[src/verilog/mitb_params.svh]
/*
  Constants of the interrupt and periodic tick block: register offsets, field positions, reset values
  and the bit order of the interrupt request and enable registers.
  Assumes inclusion by bare name from the design files and the package.
*/
`ifndef MITB_PARAMS_SVH
`define MITB_PARAMS_SVH

// Register word offsets (byte addresses on APB)
`define MITB_OFF_TICK_CTRL   12'h000
`define MITB_OFF_PSC_SRC     12'h004
`define MITB_OFF_ENABLE      12'h008
`define MITB_OFF_FLAGS       12'h00c
`define MITB_OFF_FLAG_SET    12'h010
`define MITB_OFF_STACK       12'h014

// Periodic tick control fields
`define MITB_TICK_RUN_BIT    7
`define MITB_TICK_PER_MSB    2
`define MITB_TICK_PER_LSB    0
`define MITB_TICK_CTRL_RST   8'h00
`define MITB_PSC_SRC_RST     2'h0
`define MITB_TICK_BASE_LOG2  8

// Prescaler source codes
`define MITB_SRC_SYS         2'h0
`define MITB_SRC_SYS_DIV4    2'h1

// Request flag and enable bit positions
`define MITB_BIT_CONV        0
`define MITB_BIT_TICK        1
`define MITB_BIT_MF0         2
`define MITB_BIT_MF1         3
`define MITB_BIT_TM_A        4
`define MITB_BIT_TM_P        5
`define MITB_BIT_EEPROM      6
`define MITB_BIT_LOWV        7
`define MITB_BIT_GLOBAL      8
`define MITB_NUM_FLAGS       8
`define MITB_NUM_ENABLES     9

// Vector codes, lower code wins
`define MITB_VEC_NONE        3'h0
`define MITB_VEC_MF0         3'h1
`define MITB_VEC_MF1         3'h2
`define MITB_VEC_TICK        3'h3
`define MITB_VEC_CONV        3'h4

`define MITB_STACK_DEPTH     4'h8

`endif

[src/verilog/mitb_pkg.sv]
/*
  Types shared by the interrupt controller and the core-side end.
  Assumes mitb_params.svh for widths.
*/
`default_nettype none
`include "mitb_params.svh"

package mitb_pkg;
  typedef enum logic [1:0] {
    mitb_idle_st,
    mitb_setup_st,
    mitb_access_st
  } mitb_apb_state_t;

  typedef logic [`MITB_NUM_FLAGS-1:0]   mitb_flags_t;
  typedef logic [`MITB_NUM_ENABLES-1:0] mitb_enables_t;
endpackage

`default_nettype wire

[src/verilog/mitb_if.sv]
/*
  Link between the interrupt controller and the CPU core sequencer.
  Assumes one clock shared by both ends.
*/
`default_nettype none

interface mitb_if;
  logic       irq_take;
  logic [2:0] irq_vector;
  logic       irq_ack;
  logic       ret_plain;
  logic       ret_irq;
  logic       stack_full;
  logic       wake;
  logic       sleeping;

  modport ctrl
  (
    output irq_take,
    output irq_vector,
    output wake,
    input  irq_ack,
    input  ret_plain,
    input  ret_irq,
    input  stack_full,
    input  sleeping
  );

  modport core
  (
    input  irq_take,
    input  irq_vector,
    input  wake,
    output irq_ack,
    output ret_plain,
    output ret_irq,
    output stack_full,
    output sleeping
  );
endinterface

`default_nettype wire

[src/verilog/mitb_ctrl.sv]
/*
  Interrupt controller with the second periodic tick generator, converter, combined interrupts,
  wake-up and return handling; registers over APB.
  Assumes a CPU sequencer on mitb_if and peripheral event pulses on the same clock.
*/
// What this block does
// - Tick runs only while run bit set
// - Period select gives 2^8 to 2^15 clocks
// - Source: system, system/4, or sub clock
// - Converter done sets flag; gated vector
// - Converter service clears flag and global enable
// - Two combined vectors fed by sources
// - Source flag rise sets combined flag
// - Combined service clears combined flag and global enable only
// - Software clears individual source flags
// - EEPROM done flag, three enables gate
// - Low voltage flag, three enables gate
// - Timer has A and P match sources
// - Timer vector needs three enables, stack
// - Any flag rise wakes from sleep
// - Software presets flag to block wake
// - Flags hold until serviced or cleared
// - Only program counter pushed on entry
// - Return from interrupt sets global enable
// - Avoid calls inside service code
// - No acknowledge while stack full
// - Source select field; overflow sets tick flag
`default_nettype none
`include "mitb_params.svh"

module mitb_ctrl
  import mitb_pkg::*;
(
  input  wire logic        pclk,
  input  wire logic        presetn,
  input  wire logic        clk_en,
  input  wire logic        psel,
  input  wire logic        penable,
  input  wire logic        pwrite,
  input  wire logic [11:0] paddr,
  input  wire logic [31:0] pwdata,
  output logic      [31:0] prdata,
  output logic             pready,
  output logic             pslverr,
  input  wire logic        sub_clk,
  input  wire logic        conv_done,
  input  wire logic        eeprom_done,
  input  wire logic        low_voltage,
  input  wire logic        tm_match_a,
  input  wire logic        tm_match_p,
  mitb_if.ctrl             link
);
  typedef struct packed {
    logic [7:0]    tick_ctrl;
    logic [1:0]    psc_src;
    mitb_enables_t en;
    mitb_flags_t   flags;
    logic [14:0]   tick_cnt;
    logic [1:0]    div4;
    logic [2:0]    sub_sync;
    logic          sub_level;
    logic          lv_prev;
    logic          pend;
    logic [2:0]    vec;
    logic [31:0]   rdata;
    logic          wake;
  } mitb_ctrl_state_t;

  mitb_ctrl_state_t s;
  mitb_ctrl_state_t next_s;

  // ****************************************
  // Helpers
  // ****************************************
  function automatic logic [14:0] tick_limit(input logic [2:0] code);
    tick_limit = 15'((32'h1 << (`MITB_TICK_BASE_LOG2 + 32'(code))) - 32'h1);
  endfunction

  function automatic logic hit(input logic [11:0] a, input logic [11:0] off);
    hit = psel && penable && (a == off);
  endfunction

  logic        wr;
  logic        psc_tick;
  logic [2:0]  win;
  logic        mf0_req;
  logic        mf1_req;
  logic [7:0]  ev;
  mitb_flags_t raised;

  assign wr      = psel && penable && pwrite;
  assign pready  = 1'b1;
  assign pslverr = 1'b0;
  assign prdata  = s.rdata;

  always_comb
  begin
    // ****************************************
    // Prescaler clock and periodic tick
    // ****************************************
    case (s.psc_src)
      `MITB_SRC_SYS:      psc_tick = 1'b1;
      `MITB_SRC_SYS_DIV4: psc_tick = (s.div4 == 2'h3);
      // Rising sub clock edges only, once the second and third stage agree
      default:            psc_tick = (s.sub_sync[2] == s.sub_sync[1]) && s.sub_sync[2] && !s.sub_level;
    endcase

    ev = '0;
    ev[`MITB_BIT_CONV]   = conv_done;
    ev[`MITB_BIT_TM_A]   = tm_match_a;
    ev[`MITB_BIT_TM_P]   = tm_match_p;
    ev[`MITB_BIT_EEPROM] = eeprom_done;
    ev[`MITB_BIT_LOWV]   = low_voltage && !s.lv_prev;
    ev[`MITB_BIT_TICK]   = s.tick_ctrl[`MITB_TICK_RUN_BIT] && psc_tick &&
                           (s.tick_cnt == tick_limit(s.tick_ctrl[2:0]));

    // Groups: timer sources on the first combined vector, EEPROM and low voltage on the second
    // A combined vector also needs one pending source whose own enable is set
    mf0_req = s.en[`MITB_BIT_MF0] && s.flags[`MITB_BIT_MF0] &&
              |(s.en[`MITB_BIT_TM_P:`MITB_BIT_TM_A] & s.flags[`MITB_BIT_TM_P:`MITB_BIT_TM_A]);
    mf1_req = s.en[`MITB_BIT_MF1] && s.flags[`MITB_BIT_MF1] &&
              |(s.en[`MITB_BIT_LOWV:`MITB_BIT_EEPROM] & s.flags[`MITB_BIT_LOWV:`MITB_BIT_EEPROM]);

    // Fixed priority among enabled pending requests
    if (!s.en[`MITB_BIT_GLOBAL] || link.stack_full)
      win = `MITB_VEC_NONE;
    else if (mf0_req)
      win = `MITB_VEC_MF0;
    else if (mf1_req)
      win = `MITB_VEC_MF1;
    else if (s.en[`MITB_BIT_TICK] && s.flags[`MITB_BIT_TICK])
      win = `MITB_VEC_TICK;
    else if (s.en[`MITB_BIT_CONV] && s.flags[`MITB_BIT_CONV])
      win = `MITB_VEC_CONV;
    else
      win = `MITB_VEC_NONE;

    next_s           = s;
    next_s.lv_prev   = low_voltage;
    next_s.sub_sync  = {s.sub_sync[1:0], sub_clk};
    next_s.div4      = s.div4 + 2'h1;
    next_s.wake      = 1'b0;
    if (s.sub_sync[2] == s.sub_sync[1])
      next_s.sub_level = s.sub_sync[2];

    if (!s.tick_ctrl[`MITB_TICK_RUN_BIT])
      next_s.tick_cnt = '0;
    else if (psc_tick)
      next_s.tick_cnt = ev[`MITB_BIT_TICK] ? 15'h0000 : s.tick_cnt + 15'h0001;

    // ****************************************
    // Register writes, then service clears, then hardware sets
    // ****************************************
    if (wr && hit(paddr, `MITB_OFF_TICK_CTRL))
      next_s.tick_ctrl = {pwdata[7], 4'h0, pwdata[2:0]};
    if (wr && hit(paddr, `MITB_OFF_PSC_SRC))
      next_s.psc_src = pwdata[1:0];
    if (wr && hit(paddr, `MITB_OFF_ENABLE))
      next_s.en = pwdata[`MITB_NUM_ENABLES-1:0];
    if (wr && hit(paddr, `MITB_OFF_FLAGS))
      next_s.flags = s.flags & ~pwdata[`MITB_NUM_FLAGS-1:0];
    if (wr && hit(paddr, `MITB_OFF_FLAG_SET))
      next_s.flags = s.flags | pwdata[`MITB_NUM_FLAGS-1:0];

    next_s.pend = s.pend && !link.irq_ack;
    if (!s.pend && win != `MITB_VEC_NONE)
    begin
      next_s.pend = 1'b1;
      next_s.vec  = win;
    end
    if (link.irq_ack && s.pend)
    begin
      next_s.en[`MITB_BIT_GLOBAL] = 1'b0;
      next_s.pend                 = 1'b0;
      case (s.vec)
        `MITB_VEC_MF0:  next_s.flags[`MITB_BIT_MF0]  = 1'b0;
        `MITB_VEC_MF1:  next_s.flags[`MITB_BIT_MF1]  = 1'b0;
        `MITB_VEC_TICK: next_s.flags[`MITB_BIT_TICK] = 1'b0;
        `MITB_VEC_CONV: next_s.flags[`MITB_BIT_CONV] = 1'b0;
        default:        next_s.pend = 1'b0;
      endcase
    end
    if (link.ret_irq)
      next_s.en[`MITB_BIT_GLOBAL] = 1'b1;

    // Hardware sets win over clears; flags stay until serviced or cleared
    raised = mitb_flags_t'(ev) & ~s.flags;
    next_s.flags = next_s.flags | mitb_flags_t'(ev);
    if (ev[`MITB_BIT_TM_A] || ev[`MITB_BIT_TM_P])
      next_s.flags[`MITB_BIT_MF0] = 1'b1;
    if (ev[`MITB_BIT_EEPROM] || ev[`MITB_BIT_LOWV])
      next_s.flags[`MITB_BIT_MF1] = 1'b1;
    // A flag rise wakes the core whatever the enables say
    if (link.sleeping && (|(next_s.flags & ~s.flags) || |raised))
      next_s.wake = 1'b1;

    case (paddr)
      `MITB_OFF_TICK_CTRL: next_s.rdata = {24'h000000, s.tick_ctrl};
      `MITB_OFF_PSC_SRC:   next_s.rdata = {30'h00000000, s.psc_src};
      `MITB_OFF_ENABLE:    next_s.rdata = {23'h000000, s.en};
      `MITB_OFF_FLAGS:     next_s.rdata = {24'h000000, s.flags};
      `MITB_OFF_STACK:     next_s.rdata = {28'h0000000, link.stack_full, s.vec};
      default:             next_s.rdata = 32'h00000000;
    endcase
  end

  always_ff @(posedge pclk or negedge presetn)
  begin
    if (!presetn)
      s <= '0;
    else if (clk_en)
      s <= next_s;
  end

  // Request held until the core acknowledges it; stack full is checked when it is latched,
  // so the request stays up in the acknowledge cycle even if that push fills the stack
  assign link.irq_take   = s.pend;
  assign link.irq_vector = s.vec;
  assign link.wake       = s.wake;
endmodule // mitb_ctrl

`default_nettype wire

[src/flat_wrapper.sv]
// flat-port wrapper written by rule: the top's interface ports become plain ports
module mitb_ctrl_flat import mitb_pkg::*;
  (pclk, presetn, clk_en, psel, penable, pwrite, paddr, pwdata, prdata, pready, pslverr, sub_clk, conv_done, eeprom_done, low_voltage, tm_match_a, tm_match_p, link_irq_take, link_irq_vector, link_wake, link_irq_ack, link_ret_plain, link_ret_irq, link_stack_full, link_sleeping);
  mitb_if link_i ();
  input  wire logic pclk;
  input  wire logic presetn;
  input  wire logic clk_en;
  input  wire logic psel;
  input  wire logic penable;
  input  wire logic pwrite;
  input  wire logic [11:0] paddr;
  input  wire logic [31:0] pwdata;
  output logic      [31:0] prdata;
  output logic pready;
  output logic pslverr;
  input  wire logic sub_clk;
  input  wire logic conv_done;
  input  wire logic eeprom_done;
  input  wire logic low_voltage;
  input  wire logic tm_match_a;
  input  wire logic tm_match_p;
  output wire logic [$bits(link_i.irq_take)-1:0] link_irq_take;
  output wire logic [$bits(link_i.irq_vector)-1:0] link_irq_vector;
  output wire logic [$bits(link_i.wake)-1:0] link_wake;
  input wire logic [$bits(link_i.irq_ack)-1:0] link_irq_ack;
  input wire logic [$bits(link_i.ret_plain)-1:0] link_ret_plain;
  input wire logic [$bits(link_i.ret_irq)-1:0] link_ret_irq;
  input wire logic [$bits(link_i.stack_full)-1:0] link_stack_full;
  input wire logic [$bits(link_i.sleeping)-1:0] link_sleeping;
  assign link_irq_take = link_i.irq_take;
  assign link_irq_vector = link_i.irq_vector;
  assign link_wake = link_i.wake;
  assign link_i.irq_ack = link_irq_ack;
  assign link_i.ret_plain = link_ret_plain;
  assign link_i.ret_irq = link_ret_irq;
  assign link_i.stack_full = link_stack_full;
  assign link_i.sleeping = link_sleeping;
  mitb_ctrl u_core (.pclk(pclk), .presetn(presetn), .clk_en(clk_en), .psel(psel), .penable(penable), .pwrite(pwrite), .paddr(paddr), .pwdata(pwdata), .prdata(prdata), .pready(pready), .pslverr(pslverr), .sub_clk(sub_clk), .conv_done(conv_done), .eeprom_done(eeprom_done), .low_voltage(low_voltage), .tm_match_a(tm_match_a), .tm_match_p(tm_match_p), .link(link_i));
endmodule
[config.mk]
export PLATFORM = sky130hd
export DESIGN_NAME = mitb_ctrl_flat
export DESIGN_NICKNAME = d
export VERILOG_FILES = /design/src/verilog/mitb_pkg.sv /design/src/verilog/mitb_if.sv /design/src/verilog/mitb_ctrl.sv /design/src/flat_wrapper.sv
export VERILOG_INCLUDE_DIRS = /design/src /design/src/verilog
export SDC_FILE = /design/constraint.sdc
export NUM_CORES = 1
export LEC_CHECK = 0
export ABC_AREA = 0
export BUFFER_PORTS_ARGS = -buffer_cell sky130_fd_sc_hd__buf_2
export CAP_MARGIN = 20
export CORE_MARGIN = 3
export CORE_UTILIZATION = 28
export CTS_CLUSTER_DIAMETER = 80
export DETAILED_ROUTE_END_ITERATION = 10
export PLACE_DENSITY = 0.56
export SLEW_MARGIN = 0
export SYNTH_ARGS = -nofsm -noshare
export SYNTH_HDL_FRONTEND = slang
export SYNTH_SLANG_ARGS = --single-unit
export TNS_END_PERCENT = 20
[constraint.sdc]
create_clock -name pclk -period 6.6 [get_ports pclk]
set_input_delay 0.99 -clock pclk [delete_from_list [all_inputs] [get_ports pclk]]
set_output_delay 0.99 -clock pclk [all_outputs]
set_load 0.005 [all_outputs]
==> results of run 1 <==
[layout make-up]
cell class,count,share of cell area
Tap cell,172,0.05110
Clock buffer,11,0.06001
Timing Repair Buffer,52,0.06298
Sequential cell,59,0.3506
Clock inverter,4,0.01188
Multi-Input combinational cell,299,0.4510
Inverter,14,0.01248
[cells in the mapped netlist, drive strengths merged (6+ instances only)]
cell type,instances,share of area
inv,14,0.014
a21oi,17,0.023
xnor2,9,0.021
nor3,16,0.025
buf,40,0.079
nand2,41,0.042
nor2b,7,0.012
mux2,18,0.055
nor4,6,0.010
nand2b,7,0.012
dfrtp,59,0.40
clkbuf,10,0.010
o21ai,22,0.030
o2bb2ai,6,0.014
nand3,16,0.022
nor2,25,0.028
[critical path, stage by stage]
cell	delay (ns)
sky130_fd_sc_hd__buf_2	0.09
sky130_fd_sc_hd__or4_4	0.55
sky130_fd_sc_hd__or4b_1	0.71
sky130_fd_sc_hd__nor3_4	0.49
sky130_fd_sc_hd__mux2_2	0.40
[how the worst max path moves through the flow]
| stage | start | endpoint | slack, ns | cells past startpoint |
|---|---|---|---|---|
| CTS | paddr[9] | u_core.s[71] | 3.56 | 5 |
| detailed placement | paddr[9] | u_core.s[71] | 3.20 | 5 |
| floorplan | paddr[9] | u_core.s[67] | 3.63 | 5 |
| finish | paddr[9] | u_core.s[71] | 3.57 | 5 |
| global placement | paddr[9] | u_core.s[72] | 3.23 | 5 |
| global route | u_core.s[79] | u_core.s[57] | 3.38 | 8 |
[stage by stage]
step / util / instance area (µm²)
finish: 0.3310 / 4212
floorplan: - / 3757
CTS: 0.3310 / 4212
global route: 0.3310 / 4212
detailed placement: 0.3072 / 3909
global placement: 0.3072 / 3909
[registers in the layout (all words and copies together), names as in the netlist]
register / cells
u_core.s: 43
u_core.prdata: 9
u_core.link.irq_vector: 3
u_core.next_s: 2
u_core.link.irq_take: 1
u_core.link.wake: 1
[placed cells by master, fill, tap and decap left out, drive strengths merged, types with 5 or more instances in the layout]
master,synthesis,layout
clkbuf,10,11
xnor2,9,9
nor4,6,6
a22o,5,5
dfrtp,59,59
o2bb2ai,6,6
a21oi,17,17
nand4,5,5
conb,2,25
nor2b,7,7
nor3,16,16
nand2b,7,7
mux2,18,18
nand2,41,41
buf,40,52
inv,14,14
nand3,16,16
mux2i,5,5
o21ai,22,22
nor2,25,25
[metal layers]
layer,vias to the layer above,part of all wire,track usage
met4,0,0.012,0.03541
met1,1444,0.44,0.1642
met3,11,0.041,0.03555
met2,70,0.50,0.2312
li1,1461,-,-
met5,-,0,0
[logic make-up after synthesis]
| kind of cell | Yosys count | synth area share |
|---|---|---|
| DFF | 59 | 0.4022 |
| muxes | 25 | 0.08112 |
| and+or+nand+nor | 143 | 0.2004 |
| other | 2 | 0.002046 |
| AOI/OAI and AO/OA | 89 | 0.1656 |
| xor gates and xnor gates | 13 | 0.03102 |
| adders and majority gates | 4 | 0.01363 |
| buffers and inverters | 64 | 0.1040 |
[report_power, final]
part	switching (mW)	internal, mW	leakage (nW)	total, mW
registers	0.0318	0.396	0.719	0.428
logic	0.0674	0.0553	0.979	0.123
clock network	0.163	0.310	0.144	0.472
==> Implementation_results.wiki, run 1 <==
{| class="wikitable"
! Metric !! Value
|-
| Endpoint of the worst-slack reg-to-reg timing path || u_core.s[57]
|-
| Average wire per cell in the routed design || 15.22 µm
|-
| Crit path arrival time || 3.24 ns
|-
| Setup slack of the worst register-to-register path || 3.68 ns
|-
| RSZ-0062 raised after global routing || false
|-
| Placement Setup Slack || 3.201 ns
|-
| Number of buffers inserted by port buffering || 50
|-
| Number of global-route vias before repair || 2974
|-
| Overall die height || 120.5 µm
|-
| Worst Hold End || u_core.s[42]
|-
| Worst R2R Start || u_core.s[79]
|-
| Number of synthesized register bits || 59
|-
| Post-Syn Area per Cell || 9.201 µm²
|-
| PnR Total Power || 1.023 mW
|-
| Rows || 41
|-
| Final count of hold timing violations || 0
|-
| Final worst setup slack || 3.571 ns
|-
| Clock latency at the later pin of the worst-skew pair || 0.33 ns
|-
| Top fanout value on the critical path || 10
|-
| Antenna-violating nets left || 0
|-
| Critical hold path startpoint || u_core.s[42]
|-
| Worst Hold Depth || 1
|-
| Total overflow reported by the global router || 0
|-
| Hold_buf cts || 0
|-
| Initial core utilization || 0.2886
|-
| Kind of capture point of the worst setup path || register
|-
| Routed via count || 2986
|-
| Area grow syn2layout || 14.72%
|-
| Number of library cell types mapped by synthesis || 58
|-
| Max VDD drop || 100.6 µV
|-
| Count of pins over their slew limit || 0
|-
| GPL Wtd Cong || 0.8597
|-
| Logic depth of the worst register-to-register path || 8
|-
| Clock skew || 0.004225 ns
|-
| Core Area || 12720 µm²
|-
| Wire length of the first global-routing pass || 15270 µm
|-
| Worst Tran Pin Value || 0.7740 ns
|-
| Detailed Route WL || 9299 µm
|-
| Count of final setup violators || 0
|-
| Quantity of gates resized following cts || 0
|-
| Global-route total usage across every layer || 0.1334
|-
| Req. time, crit path || 6.81 ns
|-
| Final cycle utilization of the critical path || 0.4590
|-
| Area occupied by registers || 1476 µm²
|-
| Die outline area || 14520 µm²
|-
| DR iter-0 viols || 120
|-
| Maximum level of the CTS H-tree || 3
|-
| Clock Path Buffers || 2
|-
| I/O pin total || 100
|-
| Placed cell count || 596
|-
| Maximum Capacitance Violations || 0
|-
| Total negative slack for setup checks || 0 ns
|-
| Count of placed standard cells in the final layout, fillers left out || 611
|-
| DRC Markers || 0
|-
| Clock Sinks || 59
|-
| Relative slew margins || 0.4840
|-
| Maximum number of pins on one net before global-route repair || 60
|-
| Async SR Flop Fraction || 1.000
|-
| HPWL Detailed || 6948 µm
|-
| Ys Warns || 0
|-
| Clock tree from TritonCTS || yes
|-
| Summed instance area of the synthesized netlist || 3671 µm²
|-
| Setup crit start kind || input port
|-
| Number of buffers created by CTS || 9
|-
| Min Hold Slack || 0.4733 ns
|-
| Antenna Diode Count || 0
|-
| DR vias/cell || 4.887
|-
| Number of nets in the layout || 500
|-
| Critical path type || in2reg
|-
| Number of detailed-route iterations in the first pass || 4
|-
| Number of antenna violations at the first check in global routing || 0
|-
| Clk Tree Root Cell || sky130_fd_sc_hd__clkbuf_16
|-
| Sequential fraction of the synthesis area || 0.4022
|-
| Area occupied by multi-input gates || 1899 µm²
|-
| Number of synthesized flops with an enable pin || 0
|-
| Dominant register cell in the synthesized netlist || sky130_fd_sc_hd__dfrtp_1
|-
| Post-synthesis instance total || 399
|-
| Fill cell instance count of the final layout || 1350
|-
| Buffers inserted by post-CTS timing repair || 0
|-
| Layout cells sized above 1 || 0.2118
|-
| DIE WIDTH || 120.5 µm
|-
| Lkg Pwr || 1.841 nW
|-
| Top achievable clock speed || 330.1 MHz
|-
| Min-Delay Path Class || reg2reg
|-
| Outcome || finished clean
|-
| Clock slew seen by the registers of the worst setup and hold paths || 0.06 ns
|-
| Tmin final || 3.029 ns
|-
| PwrDens || 242.9 nW/µm²
|}
Power figures use the tool's default switching activity.
==> inputs of run 2 (changes only) <==
- ABC_AREA: 0 -> 1
- clock period: 6.6 -> 2.9 ns (I/O delays scaled with it)
==> Implementation_results.wiki, run 2 <==
{| class="wikitable"
! Metric !! Value
|-
| Outcome || finished clean
|-
| DR iter-0 viols || 148
|-
| Number of buffers inserted by port buffering || 50
|-
| Ys Warns || 0
|-
| Dominant register cell in the synthesized netlist || sky130_fd_sc_hd__dfrtp_1
|-
| Placement Setup Slack || 0.5758 ns
|-
| Number of synthesized flops with an enable pin || 0
|-
| Lkg Pwr || 2.315 nW
|-
| Wire length of the first global-routing pass || 16130 µm
|-
| Total overflow reported by the global router || 0
|-
| RSZ-0062 raised after global routing || false
|-
| Register bank with the most flops || u_core.s
|-
| Clock slew seen by the registers of the worst setup and hold paths || 0.06 ns
|-
| Sequential fraction of the synthesis area || 0.3821
|-
| Post-synthesis instance total || 540
|-
| Layout cells sized above 1 || 0.1709
|-
| Highest-count cells in the layout ignoring fill and taps || 158 x sky130_fd_sc_hd__nand2_1, 72 x sky130_fd_sc_hd__inv_1, 59 x sky130_fd_sc_hd__dfrtp_1, 50 x sky130_fd_sc_hd__buf_2, 42 x sky130_fd_sc_hd__nor2_1
|-
| DR vias/cell || 4.526
|-
| Average wire per cell in the routed design || 12.91 µm
|-
| Number of synthesized register bits || 59
|-
| Core Area || 13350 µm²
|-
| Final count of hold timing violations || 0
|-
| Number of global-route vias before repair || 3278
|-
| Max VDD drop || 219.7 µV
|-
| Clock tree from TritonCTS || yes
|-
| Kind of capture point of the worst setup path || register
|-
| Req. time, crit path || 3.10 ns
|-
| Area grow syn2layout || 15.22%
|-
| Final cycle utilization of the critical path || 0.8056
|-
| Top fanout value on the critical path || 11
|-
| Worst path cell trace || nor2_4 -> nand2_2 -> ha_1 -> inv_1 -> nand2_1 -> nand2_1 -> nor2_1 -> nor2_1 -> nand3_1 -> nor2_1 -> nand2_2 -> nand2_2 -> o21bai_1 -> a21oi_1
|-
| Portion of synthesized cell area occupied by the leading cell type || 0.3821
|-
| Routed via count || 3444
|-
| Cell type group with the largest total delay on the critical path || simple AND/OR/NAND/NOR gates
|-
| Number of detailed-route iterations in the first pass || 5
|-
| Overall die height || 123.5 µm
|-
| Cell type with the highest aggregate area in the netlist || sky130_fd_sc_hd__dfrtp_1
|-
| Number of library cell types mapped by synthesis || 40
|-
| Async SR Flop Fraction || 1.000
|-
| Initial core utilization || 0.2895
|-
| Clk Tree Root Cell || sky130_fd_sc_hd__clkbuf_16
|-
| Antenna Diode Count || 0
|-
| Global-route total usage across every layer || 0.1364
|-
| Maximum Capacitance Violations || 0
|-
| GPL Wtd Cong || 0.8853
|-
| Clock Sinks || 59
|-
| Clock Path Buffers || 2
|-
| Flip-flop count of the largest register, all copies and words added || 43
|-
| Crit path largest cell delay || 0.50 ns
|-
| Die outline area || 15240 µm²
|-
| HPWL Detailed || 7581 µm
|-
| Most numerous cell in the Yosys netlist || sky130_fd_sc_hd__nand2_1
|-
| Ranking of synthesized cells by area || sky130_fd_sc_hd__dfrtp_1 38%, sky130_fd_sc_hd__nand2_1 15%, sky130_fd_sc_hd__buf_4 7.4%, sky130_fd_sc_hd__inv_1 7.0%, sky130_fd_sc_hd__nor2_1 4.1%
|-
| Number of buffer and inverter instances along the worst setup path || 1
|-
| Most common cell after layout, fill and taps aside || sky130_fd_sc_hd__nand2_1
|-
| Number of nets in the layout || 646
|-
| Rows || 42
|-
| Slowest CP cell || sky130_fd_sc_hd__dfrtp_1
|-
| Count of final setup violators || 0
|-
| Buffers inserted by post-CTS timing repair || 0
|-
| Setup crit start kind || register
|-
| Antenna-violating nets left || 0
|-
| Clock latency at the later pin of the worst-skew pair || 0.33 ns
|-
| Quantity of gates resized following cts || 0
|-
| Post-Syn Area per Cell || 7.155 µm²
|-
| PwrDens || 528.1 nW/µm²
|-
| Clock skew || 0.009975 ns
|-
| Number of antenna violations at the first check in global routing || 0
|-
| Maximum level of the CTS H-tree || 3
|-
| Final worst setup slack || 0.5638 ns
|-
| Total negative slack for setup checks || 0 ns
|-
| Synth cell count leaders || 158 x sky130_fd_sc_hd__nand2_1, 72 x sky130_fd_sc_hd__inv_1, 59 x sky130_fd_sc_hd__dfrtp_1, 42 x sky130_fd_sc_hd__nor2_1, 38 x sky130_fd_sc_hd__buf_4
|-
| Summed instance area of the synthesized netlist || 3864 µm²
|-
| I/O pin total || 100
|-
| Detailed Route WL || 9825 µm
|-
| DIE WIDTH || 123.5 µm
|-
| Tmin final || 2.336 ns
|-
| Min-Delay Path Class || in2async
|-
| DRC Markers || 0
|-
| Count of pins over their slew limit || 0
|-
| Maximum number of pins on one net before global-route repair || 37
|-
| Crit path arrival time || 2.54 ns
|-
| Top achievable clock speed || 428.0 MHz
|-
| Critical path type || reg2reg
|-
| Number of buffers created by CTS || 9
|-
| Hold_buf cts || 0
|}
==> run 2: final timing paths <==
check,from,endpoint,slack (ns),cells after the start
worst min register to register,u_core.s[73],u_core.s[73],0.47,2
min in group pclk,sub_clk,u_core.next_s[40],0.31,3
max in group asynchronous,presetn,u_core.s[79],2.38,2
worst max register to register,u_core.s[80],u_core.s[57],0.56,14
worst min-delay path,presetn,u_core.s[65],0.11,2
worst max-delay path,u_core.s[80],u_core.s[57],0.56,14
==> run 2: metal layers <==
metal | global-route usage | wire length (µm) | vias to the layer above
met4 | 0.03391 | 99 | 0
met1 | 0.1818 | 4444 | 1575
li1 | - | - | 1742
met2 | 0.2212 | 4689 | 117
met5 | 0 | 0 | -
met3 | 0.03522 | 593 | 10
==> run 2: cells by family after synthesis <==
logic type / after synthesis / synth area share
AO/OA/AOI/OAI: 75 / 0.1189
XOR/XNOR: 4 / 0.009066
adder cells (fa/ha/maj): 4 / 0.01295
buffers and inverters: 127 / 0.1681
flip-flops: 59 / 0.3821
multiplexers: 1 / 0.002591
other: 2 / 0.001944
AND/OR/NAND/NOR: 268 / 0.3044
==> run 2: area by class of cell <==
type	instances	area (µm²)
clock buffers	11	252.7
clock inverters	4	97.59
fillers	1456	8896
inverters	80	300.3
multi-input cells	377	1824
flip-flops and latches	59	1476
well taps	176	220.2
repair buffers	54	280.3
==> run 2: power by group <==
part / total (mW) / switching [mW] / internal [mW]
Combinational: 0.202 / 0.131 / 0.0715
Sequential: 0.890 / 0.0258 / 0.864
Clock: 1.26 / 0.378 / 0.881
==> run 2: worst register-to-register path: stages, from the launching register on <==
cell and delay, ns:
sky130_fd_sc_hd__dfrtp_1 0.50, sky130_fd_sc_hd__nor2_4 0.18, sky130_fd_sc_hd__nand2_2 0.07, sky130_fd_sc_hd__ha_1 0.27, sky130_fd_sc_hd__inv_1 0.12, sky130_fd_sc_hd__nand2_1 0.06
sky130_fd_sc_hd__nand2_1 0.06, sky130_fd_sc_hd__nor2_1 0.04, sky130_fd_sc_hd__nor2_1 0.10, sky130_fd_sc_hd__nand3_1 0.07, sky130_fd_sc_hd__nor2_1 0.12, sky130_fd_sc_hd__nand2_2 0.13
sky130_fd_sc_hd__nand2_2 0.24, sky130_fd_sc_hd__o21bai_1 0.17, sky130_fd_sc_hd__a21oi_1 0.09
==> run 2: through the flow <==
stage,total power [mW],area (µm²),cells,utilization,hold slack (ns)
3_3_place_gp,1.102,4101,746,0.3073,0.4495
4_1_cts,2.382,4452,761,0.3335,0.1109
6_report,2.351,4452,761,0.3335,0.1059
5_1_grt,2.456,4452,761,0.3335,0.1253
3_5_place_dp,1.109,4101,746,0.3073,0.4584
2_1_floorplan,1.046,3950,563,-,0.1394
